### config.mk
export PLATFORM = sky130hd
export DESIGN_NAME = fpdp_top
export DESIGN_NICKNAME = d
export VERILOG_FILES = /design/src/hdl/fpdp_pkg.sv /design/src/hdl/fpdp_div_if.sv /design/src/hdl/fpdp_div.sv /design/src/hdl/fpdp_top.sv
export SDC_FILE = /design/constraint.sdc
export NUM_CORES = 1
export LEC_CHECK = 0
export BUFFER_PORTS_ARGS = -buffer_cell sky130_fd_sc_hd__buf_2
export CORE_MARGIN = 5
export CORE_UTILIZATION = 40
export DETAILED_ROUTE_END_ITERATION = 16
export PLACE_DENSITY_LB_ADDON = 0.15
export SLEW_MARGIN = 5
export SYNTH_ARGS = -nofsm -noshare
export SYNTH_HDL_FRONTEND = slang
export SYNTH_SLANG_ARGS = --single-unit
### constraint.sdc
create_clock -name clk_sys -period 3 [get_ports clk_sys]
set_input_delay 0.45 -clock clk_sys [delete_from_list [all_inputs] [get_ports clk_sys]]
set_output_delay 0.45 -clock clk_sys [all_outputs]
set_load 0.02 [all_outputs]
### src/hdl/fpdp_pkg.sv
// Purpose: shared constants and types of the fractional pulse divider pair
// Assumes: one system clock, divider inputs synchronous to it
// Notes:   offsets are byte addresses on the plain register port
package fpdp_pkg;

  // ==========================================================
  // widths
  localparam int unsigned REF_RATIO_W = 6;
  localparam int unsigned IF_RATIO_W  = 5;
  localparam int unsigned CNT_W       = 4;
  localparam int unsigned ADDR_W      = 4;
  localparam int unsigned DATA_W      = 32;
  localparam int unsigned PCNT_W      = 16;

  // ==========================================================
  // divider constants
  localparam logic [CNT_W-1:0] END_NORM  = 4'h2; // decoder value
  localparam logic [CNT_W-1:0] END_INC   = 4'h1; // with extra count
  localparam int unsigned      PULSES    = 4;    // pulses per ratio
  // increment pattern, index {ratio_lo, step}, step 0..3
  localparam logic [15:0]      INC_TABLE = 16'hEA40;

  // sequencer codes {first ff, second ff}: LL, HH, LH, HL
  typedef enum logic [1:0] {
    FPDP_SEQ_1 = 2'h0,
    FPDP_SEQ_2 = 2'h3,
    FPDP_SEQ_3 = 2'h1,
    FPDP_SEQ_4 = 2'h2
  } fpdp_seq_t;

  // ==========================================================
  // timing
  localparam int unsigned CLK_PERIOD_NS  = 40;
  localparam int unsigned UNLOCK_TIME_NS = 2000; // least lag to flag
  localparam int unsigned UNLOCK_CYC =
    (UNLOCK_TIME_NS + CLK_PERIOD_NS - 1) / CLK_PERIOD_NS;
  localparam int unsigned ULK_W = 8;

  // ==========================================================
  // register map
  localparam logic [ADDR_W-1:0] CTRL_OFS   = 4'h0;
  localparam logic [ADDR_W-1:0] STATUS_OFS = 4'h4;
  localparam logic [ADDR_W-1:0] REF_PC_OFS = 4'h8;
  localparam logic [ADDR_W-1:0] IF_PC_OFS  = 4'hC;
  localparam logic [2:0]        CTRL_RST   = 3'h7;
  localparam int unsigned       CTRL_REF_EN = 0;
  localparam int unsigned       CTRL_IF_EN  = 1;
  localparam int unsigned       CTRL_PFD_EN = 2;
  localparam int unsigned       ST_UNLOCK   = 0;

endpackage : fpdp_pkg

### src/hdl/fpdp_div_if.sv
// Purpose: carrier between the top and one divider core
// Assumes: tick is a one-cycle pulse per divider input clock
// Notes:   ctl side is the top, core side is the divider
`timescale 1ns/1ns
`default_nettype none
interface fpdp_div_if;
  import fpdp_pkg::*;
  logic                   tick;     // one input clock
  logic [CNT_W-1:0]       ratio_hi; // four high ratio bits
  logic [1:0]             ratio_lo; // two low ratio bits
  logic                   wide;     // ratio of 16 or more
  logic                   pulse;    // output flip-flop
  logic                   ctl;      // count-control flip-flop
  fpdp_seq_t              seq;      // sequencer state

  modport ctl_side (
    output tick, ratio_hi, ratio_lo, wide,
    input  pulse, ctl, seq
  );
  modport core (
    input  tick, ratio_hi, ratio_lo, wide,
    output pulse, ctl, seq
  );
endinterface : fpdp_div_if
`default_nettype wire

### src/hdl/fpdp_div.sv
// Purpose: one divider, four output pulses per ratio input clocks when wide, two otherwise
// Assumes: ratio of 8 or more; smaller ratios wrap the counter
// Notes:   state advances only on ticks from the carrier
`timescale 1ns/1ns
`default_nettype none
module fpdp_div (
  input  wire logic  clk_sys,
  input  wire logic  rstn,
  fpdp_div_if.core   bus
);
  import fpdp_pkg::*;

  typedef struct packed {
    logic [CNT_W-1:0] cnt;   // down-counter
    logic             ctl;   // count-control flip-flop
    logic             out;   // output flip-flop
    fpdp_seq_t        seq;   // ring sequencer
    logic             half;  // halving stage
    logic             start; // first load pending
  } fpdp_div_t;

  fpdp_div_t st;
  fpdp_div_t next_st;
  logic [1:0] step;
  logic       inc;
  logic       tdet;

  // ==========================================================
  // next state
  always_comb begin
    next_st = st;
    unique case (st.seq)
      FPDP_SEQ_1: step = 2'h0;
      FPDP_SEQ_2: step = 2'h1;
      FPDP_SEQ_3: step = 2'h2;
      FPDP_SEQ_4: step = 2'h3;
    endcase
    inc  = INC_TABLE[{bus.ratio_lo, step}];
    // extra count runs down one further
    tdet = ~st.ctl & (st.cnt == (inc ? END_INC : END_NORM));
    if (bus.tick) begin
      if (st.start | st.ctl) begin
        next_st.cnt   = bus.ratio_hi;
        next_st.ctl   = 1'b0;
        next_st.out   = 1'b0;
        next_st.start = 1'b0;
        if (st.ctl) begin
          unique case (st.seq)
            FPDP_SEQ_1: next_st.seq = FPDP_SEQ_2;
            FPDP_SEQ_2: next_st.seq = FPDP_SEQ_3;
            FPDP_SEQ_3: next_st.seq = FPDP_SEQ_4;
            FPDP_SEQ_4: next_st.seq = FPDP_SEQ_1;
          endcase
        end
      end else begin
        next_st.cnt = st.cnt - 4'h1;
        if (tdet) begin
          next_st.ctl  = 1'b1;
          next_st.half = ~st.half;
          next_st.out  = bus.wide | st.half;
        end
      end
    end
  end

  // ==========================================================
  // state register
  always_ff @(posedge clk_sys or negedge rstn) begin
    if (!rstn) begin
      st <= '{cnt: 4'h0, ctl: 1'b0, out: 1'b0, seq: FPDP_SEQ_1,
              half: 1'b1, start: 1'b1};
    end else begin
      st <= next_st;
    end
  end

  assign bus.pulse = st.out;
  assign bus.ctl   = st.ctl;
  assign bus.seq   = st.seq;

endmodule : fpdp_div
`default_nettype wire

### src/hdl/fpdp_top.sv
// Purpose: pair of pulse dividers feeding a phase/frequency comparator
// Assumes: divider input clocks and ratio pins synchronous to clk_sys
// Notes:   one divider input clock is one rising edge on its input
//
// How it works
// - four ends of count for every ratio's worth of input clocks
// - spacings are ratio/4, one extra clock per unit of remainder
// - each countdown starts by loading the four high ratio bits
// - every following input clock decrements the counter by one
// - without extra count, end of count detected at value 2
// - next clock sets count-control, output too if halving allows
// - count-control blocks detection, forces load, steps sequencer
// - next clock clears both flip-flops and reloads the counter
// - two low ratio bits choose increment pattern over four steps
// - with increment high counter runs to 1, adding one clock
// - ratio of 16 or more: output follows every end of count
// - ratio below 16: only every other end of count sets output
// - second divider identical, halving from first ratio high bits
// - comparator gives narrow coincident pulses when aligned
// - patterns: 00 LLLL, 01 LLHL, 10 LHLH, 11 LHHH
// - sequencer steps LL, HH, LH, HL and repeats
`timescale 1ns/1ns
`default_nettype none
module fpdp_top (
  input  wire logic                       clk_sys,
  input  wire logic                       rstn,
  input  wire logic                       ref_clk_in,
  input  wire logic                       if_clk_in,
  input  wire logic                       ref_ratio_bit0,
  input  wire logic                       ref_ratio_bit1,
  input  wire logic                       ref_ratio_bit2,
  input  wire logic                       ref_ratio_bit3,
  input  wire logic                       ref_ratio_bit4,
  input  wire logic                       ref_ratio_bit5,
  input  wire logic                       if_ratio_bit0,
  input  wire logic                       if_ratio_bit1,
  input  wire logic                       if_ratio_bit2,
  input  wire logic                       if_ratio_bit3,
  input  wire logic                       if_ratio_bit4,
  input  wire logic [fpdp_pkg::ADDR_W-1:0] reg_addr,
  input  wire logic [fpdp_pkg::DATA_W-1:0] reg_wdata,
  input  wire logic                       reg_wr,
  input  wire logic                       reg_rd,
  output logic      [fpdp_pkg::DATA_W-1:0] reg_rdata,
  output logic                            ref_div_out,
  output logic                            if_div_out,
  output logic                            pfd_up,
  output logic                            pfd_dn,
  output logic                            unlock
);
  import fpdp_pkg::*;

  // ==========================================================
  // state
  typedef struct packed {
    logic                   ref_prev;  // last ref input level
    logic                   if_prev;   // last if input level
    logic [REF_RATIO_W-1:0] ref_ratio; // captured ref ratio
    logic [IF_RATIO_W-1:0]  if_ratio;  // captured if ratio
    logic [2:0]             ctrl;      // enables
    logic                   ref_pd;    // last ref divider output
    logic                   if_pd;     // last if divider output
    logic                   up;        // comparator up
    logic                   dn;        // comparator down
    logic [ULK_W-1:0]       lag;       // cycles of one-sided drive
    logic                   ulk;       // sticky unlock
    logic [PCNT_W-1:0]      ref_pc;    // ref output pulse count
    logic [PCNT_W-1:0]      if_pc;     // if output pulse count
    logic [DATA_W-1:0]      rdata;     // read answer
  } fpdp_top_t;

  fpdp_top_t st;
  fpdp_top_t next_st;

  fpdp_div_if ref_bus ();
  fpdp_div_if if_bus ();

  logic ref_rise;
  logic if_rise;
  logic one_side;
  logic wr_ctrl;
  logic wr_status;
  logic wr_ref_pc;
  logic wr_if_pc;

  // ==========================================================
  // divider carriers
  // ticks are enabled rising edges of the raw input clocks
  assign ref_bus.tick = ref_clk_in & ~st.ref_prev
                        & st.ctrl[CTRL_REF_EN];
  assign if_bus.tick  = if_clk_in & ~st.if_prev
                        & st.ctrl[CTRL_IF_EN];

  // ratio bits in plain binary, bit0 lowest
  assign ref_bus.ratio_hi = st.ref_ratio[5:2];
  assign ref_bus.ratio_lo = st.ref_ratio[1:0];
  assign if_bus.ratio_hi  = {1'b0, st.if_ratio[4:2]};
  assign if_bus.ratio_lo  = st.if_ratio[1:0];

  // both dividers halve from the ref ratio high bits
  assign ref_bus.wide = |st.ref_ratio[5:4];
  assign if_bus.wide  = |st.ref_ratio[5:4];

  // ==========================================================
  // the two dividers
  fpdp_div u_ref_div (
    .clk_sys (clk_sys),
    .rstn    (rstn),
    .bus     (ref_bus.core)
  );

  fpdp_div u_if_div (
    .clk_sys (clk_sys),
    .rstn    (rstn),
    .bus     (if_bus.core)
  );

  // ==========================================================
  // comparator inputs and register decode
  assign ref_rise = ref_bus.pulse & ~st.ref_pd;
  assign if_rise  = if_bus.pulse & ~st.if_pd;
  assign one_side = st.up ^ st.dn;

  assign wr_ctrl   = reg_wr & (reg_addr == CTRL_OFS);
  assign wr_status = reg_wr & (reg_addr == STATUS_OFS);
  assign wr_ref_pc = reg_wr & (reg_addr == REF_PC_OFS);
  assign wr_if_pc  = reg_wr & (reg_addr == IF_PC_OFS);

  // ==========================================================
  // next state
  always_comb begin
    next_st = st;

    // input edge history
    next_st.ref_prev = ref_clk_in;
    next_st.if_prev  = if_clk_in;

    // ratio capture from the board pins
    next_st.ref_ratio = {ref_ratio_bit5, ref_ratio_bit4,
                         ref_ratio_bit3, ref_ratio_bit2,
                         ref_ratio_bit1, ref_ratio_bit0};
    next_st.if_ratio  = {if_ratio_bit4, if_ratio_bit3,
                         if_ratio_bit2, if_ratio_bit1,
                         if_ratio_bit0};

    // divider output history
    next_st.ref_pd = ref_bus.pulse;
    next_st.if_pd  = if_bus.pulse;

    // comparator: each side set by its own divider edge,
    // both cleared once both are high, so aligned edges
    // give one-cycle coincident pulses
    if (st.ctrl[CTRL_PFD_EN]) begin
      if (st.up & st.dn) begin
        next_st.up = ref_rise;
        next_st.dn = if_rise;
      end else begin
        next_st.up = st.up | ref_rise;
        next_st.dn = st.dn | if_rise;
      end
    end else begin
      next_st.up = 1'b0;
      next_st.dn = 1'b0;
    end

    // unlock: one side driven too long
    if (one_side) begin
      if (st.lag != ULK_W'(UNLOCK_CYC)) begin
        next_st.lag = st.lag + 8'h01;
      end
    end else begin
      next_st.lag = '0;
    end

    // sticky flag, a write of one clears, a new event wins
    if (wr_status & reg_wdata[ST_UNLOCK]) begin
      next_st.ulk = 1'b0;
    end
    if (one_side & (st.lag == ULK_W'(UNLOCK_CYC - 1))) begin
      next_st.ulk = 1'b1;
    end

    // control register
    if (wr_ctrl) begin
      next_st.ctrl = reg_wdata[2:0];
    end

    // output pulse counters, any write clears
    if (wr_ref_pc) begin
      next_st.ref_pc = '0;
    end
    if (ref_rise) begin
      next_st.ref_pc = next_st.ref_pc + 16'h0001;
    end
    if (wr_if_pc) begin
      next_st.if_pc = '0;
    end
    if (if_rise) begin
      next_st.if_pc = next_st.if_pc + 16'h0001;
    end

    // read answer stands for one cycle only
    next_st.rdata = '0;
    if (reg_rd) begin
      unique case (reg_addr)
        CTRL_OFS: begin
          next_st.rdata = {29'h0, st.ctrl};
        end
        STATUS_OFS: begin
          next_st.rdata = {22'h0,
                           if_bus.seq, ref_bus.seq,
                           1'b0,
                           if_bus.pulse, ref_bus.pulse,
                           st.dn, st.up, st.ulk};
        end
        REF_PC_OFS: begin
          next_st.rdata = {16'h0, st.ref_pc};
        end
        IF_PC_OFS: begin
          next_st.rdata = {16'h0, st.if_pc};
        end
        default: begin
          next_st.rdata = '0; // unmapped reads zero
        end
      endcase
    end
  end

  // ==========================================================
  // state register
  always_ff @(posedge clk_sys or negedge rstn) begin
    if (!rstn) begin
      st <= '{ref_prev:  1'b0,
              if_prev:   1'b0,
              ref_ratio: 6'h00,
              if_ratio:  5'h00,
              ctrl:      CTRL_RST,
              ref_pd:    1'b0,
              if_pd:     1'b0,
              up:        1'b0,
              dn:        1'b0,
              lag:       8'h00,
              ulk:       1'b0,
              ref_pc:    16'h0000,
              if_pc:     16'h0000,
              rdata:     32'h0000_0000};
    end else begin
      st <= next_st;
    end
  end

  // ==========================================================
  // outputs, all from flip-flops
  assign reg_rdata   = st.rdata;
  assign ref_div_out = ref_bus.pulse;
  assign if_div_out  = if_bus.pulse;
  assign pfd_up      = st.up;
  assign pfd_dn      = st.dn;
  assign unlock      = st.ulk;

endmodule : fpdp_top
`default_nettype wire

Word level (Yosys, flattened, before mapping)
Memories as Yosys holds them, arrays and structs flattened.
Index checks and enable logic that the tools add are counted.
W data, S select, Z words.
{"block": "word_totals", "inputBits": 53, "out_inout_bits": 37, "mem_count": 2, "rom_bits": 32, "ff_bits": 113}
{"block": "classes", "eq_ne": 14, "n_mux": 24, "n_bitwise": 32, "n_reduce_logical": 15, "magnitude_cmp": 2, "addsub": 5}
{"memory": "(name not given)", "depth": 16, "width": 1, "rd": 1, "rd_clocked_by_memory_dff": 0, "wr": 0, "line": "fpdp_div.sv:38", "text": "inc = INC_TABLE[{bus.ratio_lo, step}];"}
{"memory": "(name not given)", "depth": 16, "width": 1, "rd": 1, "rd_clocked_by_memory_dff": 0, "wr": 0, "line": "fpdp_div.sv:38"}
{"op": "$mux W16", "count": 5}
{"op": "$pmux W16 S4", "count": 1}
{"op": "$add A16 B1 Y16 const B", "count": 2}
{"op": "$pmux W2 S4", "count": 4}
{"op": "$mux W8", "count": 2}
{"op": "$and A1 B1 Y1", "count": 15}
{"op": "$mux W2", "count": 6}
{"op": "$mux W6", "count": 2}
{"op": "$reduce_and A3 Y1", "count": 4}
{"op": "$lt A4 B5 Y1 const B", "count": 2}
{"op": "$not A1 Y1", "count": 10}
{"op": "$add A8 B1 Y8 const B", "count": 1}
{"op": "$eq A2 B2 Y1 const B", "count": 4}
{"op": "$eq A4 B4 Y1", "count": 2}
{"op": "$eq A4 B4 Y1 const B", "count": 2}
{"op": "$eq A8 B6 Y1 const B", "count": 1}
{"op": "$ne A8 B6 Y1 const B", "count": 1}
{"op": "$reduce_and A2 Y1", "count": 4}
{"op": "$sub A4 B1 Y4 const B", "count": 2}
{"op": "$or A1 B1 Y1", "count": 6}
{"op": "$reduce_bool A2 Y1", "count": 3}
{"op": "$eq A2 B1 Y1 const B", "count": 2}
{"op": "$eq A4 B3 Y1 const B", "count": 1}
{"op": "$logic_not A2 Y1", "count": 2}
{"op": "5 further kinds", "count": 8}

Longest topological paths before layout
{"block": "depth", "word_depth": 9, "mapped_depth": 11}

Hierarchy
From an unflattened synthesis, not the netlist that was laid out.
{"block": "unflattened", "cells_unflattened": 488, "area_unflattened_um2": 4943.5}
{"module": "fpdp_top", "area_each_um2": 3622.2, "cells_each": 340, "n_inst": 1, "seq_area_each_um2": 1930.6}
{"module": "fpdp_div", "area_each_um2": 660.6, "cells_each": 74, "n_inst": 2, "seq_area_each_um2": 252.7}

Worst setup path before layout
OpenSTA, ideal clock, no wires.
{"block": "synth_path", "kind": "input to register", "startpoint": "input port reg_addr[1] (netlist bit)", "endpoint": "register st[54] (netlist bit)", "n_path_buf": 2, "arrival_time_ns": 2.224, "setup_slack_ns": 0.654, "required_ns": 2.879, "path_stages": 11, "cell_sequence": "nor4b_2 buf_2 nand2_2 and2_1 ha_1 and3b_1 clkbuf_1 and3_1 nand3_1 xor2_1 nor2_1"}
{"item": "start, declared", "line": "fpdp_top.sv:40", "text": "input wire logic [fpdp_pkg::ADDR_W-1:0] reg_addr,"}
{"item": "end signal, assigned", "line": "fpdp_top.sv:233", "text": "st <= '{ref_prev: 1'b0,"}
{"item": "end signal, assigned", "line": "fpdp_top.sv:248", "text": "st <= next_st;"}
{"item": "end, declared", "line": "fpdp_top.sv:72", "text": "fpdp_top_t st;"}

==> out/results.ini <==
[global_routing]
met1_usage=0.2009
grt_pass1_vias=3202
grt_max_degree=51
busiest_layer=met2
grt-ovfl-total=0
grtUsageTotal=0.1428
use_met2=0.2148
gr-usage-met3=0.03039
grt_pass1_wl_mm=16.17
antenna_found_initial=0

[synthesis]
yosysSeqAreaShare=0.5097
synth.largest_area_cell=dfrtp_1
synth_cell_type_count=49
synth-async-reset-ratio=1.000
synth_top_area_frac=0.4712
ys_ff_latch=97
netlist_area_um2=4780
syn_avg_cell_area_um2=10.62
synth_ff_type=dfrtp_1
yosys-top-cells-area=dfrtp_1 47%, buf_4 5.0%, xor2_1 4.8%
syn_inst=450
synth_edf_count=0
yosysWarnings=0

[clock_network]
cts_buffers=9
clk_latency_ns=0.35
cts_setup_buffers=0
cts_tree=yes
cts_hold_buf=0
ctsResizeCount=0
cts.sinks=97
path_clk_slew_ns=0.06
cts-root-buf=clkbuf_16
ctsHtreeMaxLevel=3
cts_buffer_depth=2

[floorplanning]
die_x_um=119.3
pin_count=90
die_area_um2=14230
core_area_um2=11860
fp.dieH_um=119.3
rows=40
start_util=0.4030

[drt]
drc_errors=0
wirelength_mm=9.734
drtIter0Drc=136
via_per_inst=5.120
dr.pass1.iters=5
drtAntennaViolNets=0
via_count=3246
wire_per_inst_um=15.35

[worst_setup_path]
crit_fanout=7
critPathArrivalTime_ns=2.32
critical_path.endpoint_type=flip-flop
crit_path_start_kind=primary input
crit_required_ns=3.22
crit_path_cell_trace=buf_2 -> and4bb_1 -> nand2_1 -> and2_1 -> ha_1 -> nand3_1 -> a211oi_2 -> nand3_1 -> xor2_1 -> nor2_1
cp_slowest_stage_delay_ns=0.36
path_class=in -> reg
cp_slowest_cell=a211oi_2
critPathMostFrequentCell=nand3_1

[layout]
fillers=1118
synthToLayoutAreaGrowth_pct=11.26
diodes=0
multi_input_comb_area_um2=2066
final_area_um2=5318
nets=553
seqCellArea_um2=2436
final_common_cell=dfrtp_1
final_cell_mix=90 x dfrtp_1, 43 x buf_2, 42 x nor2_1
drive_above_1_share=0.1848

[place]
gp_congestion=0.8254
placed_area_um2=5011
portBuffers=44
dp_hpwl_mm=6.943

[power]
peakVddDrop_mv=0.3515
p_int_mw=2.542
seq_power_share=0.483
combPwrFrac=0.198
power.density_nw_per_um2=696.0
p_clk_frac=0.319
netSwitchingFraction=0.3132
switchingPower_mw=1.159
leakage_nw=2.495

[sta]
maxSlewViolCount=0
setup_viol=0
max_freq_mhz=476.3
worst_pin_slew_ns=0.6729
post-route-period-util=0.6998
fin_tns_setup_ns=0
holdWs_ns=0.1437
fin_crit_ns=2.100
finalHoldViolCount=0
slew_headroom=0.5514
rsz0062_at_grt=false
fin_skew_ns=0.007981

[run]
drv_cap=0

[outcome]
outcome=finished, final reports clean

[hold_path]
holdCritPathClass=in -> async

==> power by group through the flow <==
stage | Combinational (mW) | Clock [mW] | Sequential, mW
4_1_cts | 0.749 | 1.21 | 1.79
5_1_grt | 0.851 | 1.26 | 1.83
2_1_floorplan | 0.561 | 0 | 1.76
3_5_place_dp | 0.745 | 0 | 1.81
6_report | 0.732 | 1.18 | 1.79
3_3_place_gp | 0.726 | 0 | 1.81
==> critical path, delay by kind of cell <==
| family | cells | cell delay [ns] |
|---|---|---|
| AO/OA/AOI/OAI | 1 | 0.36 |
| XOR/XNOR | 1 | 0.15 |
| adder cells (fa/ha/maj) | 1 | 0.20 |
| buffers and inverters | 1 | 0.14 |
| AND/OR/NAND/NOR | 6 | 1.01 |
==> layer usage <==
metal,part of all wire,vias up,routed length [um]
met5,0,-,0
met4,0.018,0,174
met3,0.045,12,434
met2,0.46,72,4511
met1,0.47,1586,4613
li1,-,1576,-
==> per-stage QoR <==
stage / setup slack (ns) / power [mW] / cells / utilization
5_1_grt: 0.6909 / 3.933 / 634 / 0.4483
4_1_cts: 0.8745 / 3.750 / 634 / 0.4483
2_1_floorplan: 0.6543 / 2.320 / 465 / -
3_5_place_dp: 0.5217 / 2.558 / 618 / 0.4225
3_3_place_gp: 0.5399 / 2.533 / 618 / 0.4225
6_report: 0.9005 / 3.701 / 634 / 0.4483
==> layout make-up <==
type | count | share of cell area
well taps | 147 | 0.03459
clock inverters | 5 | 0.01012
multi-input cells | 312 | 0.3885
clock buffers | 11 | 0.04753
repair buffers | 50 | 0.05271
flip-flops and latches | 97 | 0.4581
inverters | 12 | 0.008471
==> state kept, by name, indices dropped and copies added (netlist names) <==
signal               count
u_if_div.bus.ctl         1
u_ref_div.bus.ctl        1
u_ref_div.bus.seq        2
if_bus.ratio_hi          3
if_bus.ratio_lo          2
u_if_div.bus.seq         2
u_if_div.st              6
u_ref_div.st             6
st                      47
unlock                   1
pfd_up                   1
reg_rdata               16
ref_bus.ratio_hi         4
ref_bus.ratio_lo         2
pfd_dn                   1
u_if_div.bus.pulse       1
u_ref_div.bus.pulse      1
==> worst paths after layout <==
path                                            startpoint                       endpoint  slack, ns  depth (start not counted)
max in group asynchronous                             rstn               st[60]$_DFF_PN0_       2.02                          3
min                                                   rstn         reg_rdata[9]$_DFF_PN0_       0.14                          1
min reg2reg                     u_if_div.st[1]$_DFFE_PN1P_     u_if_div.st[1]$_DFFE_PN1P_       0.50                          1
min in group clk_sys                        ref_ratio_bit5  ref_bus.ratio_hi[3]$_DFF_PN0_       0.21                          1
max                                            reg_addr[0]               st[40]$_DFF_PN0_       0.90                         10
max reg2reg                u_if_div.bus.seq[1]$_DFFE_PN0P_     u_if_div.st[1]$_DFFE_PN1P_       1.09                          7
==> synth_stat cells, drive strengths merged (13+ instances only) <==
cell type  number
o21ai          15
nand3          22
nor2           42
and2           15
xor2           26
nand2          36
a21oi          15
dfrtp          90
ha             18
xnor2          13
a22oi          13
buf            37
==> logic make-up after synthesis <==
group	after synthesis	share of synthesized area
other	1	0.0007846
and+or+nand+nor	166	0.1825
buffers and inverters	56	0.07173
AOI/OAI and AO/OA	63	0.09450
adders and majority gates	18	0.04712
DFF	97	0.5097
muxes	10	0.02225
xor gates and xnor gates	39	0.07147
Note: power is estimated with default switching activity, not from simulation.
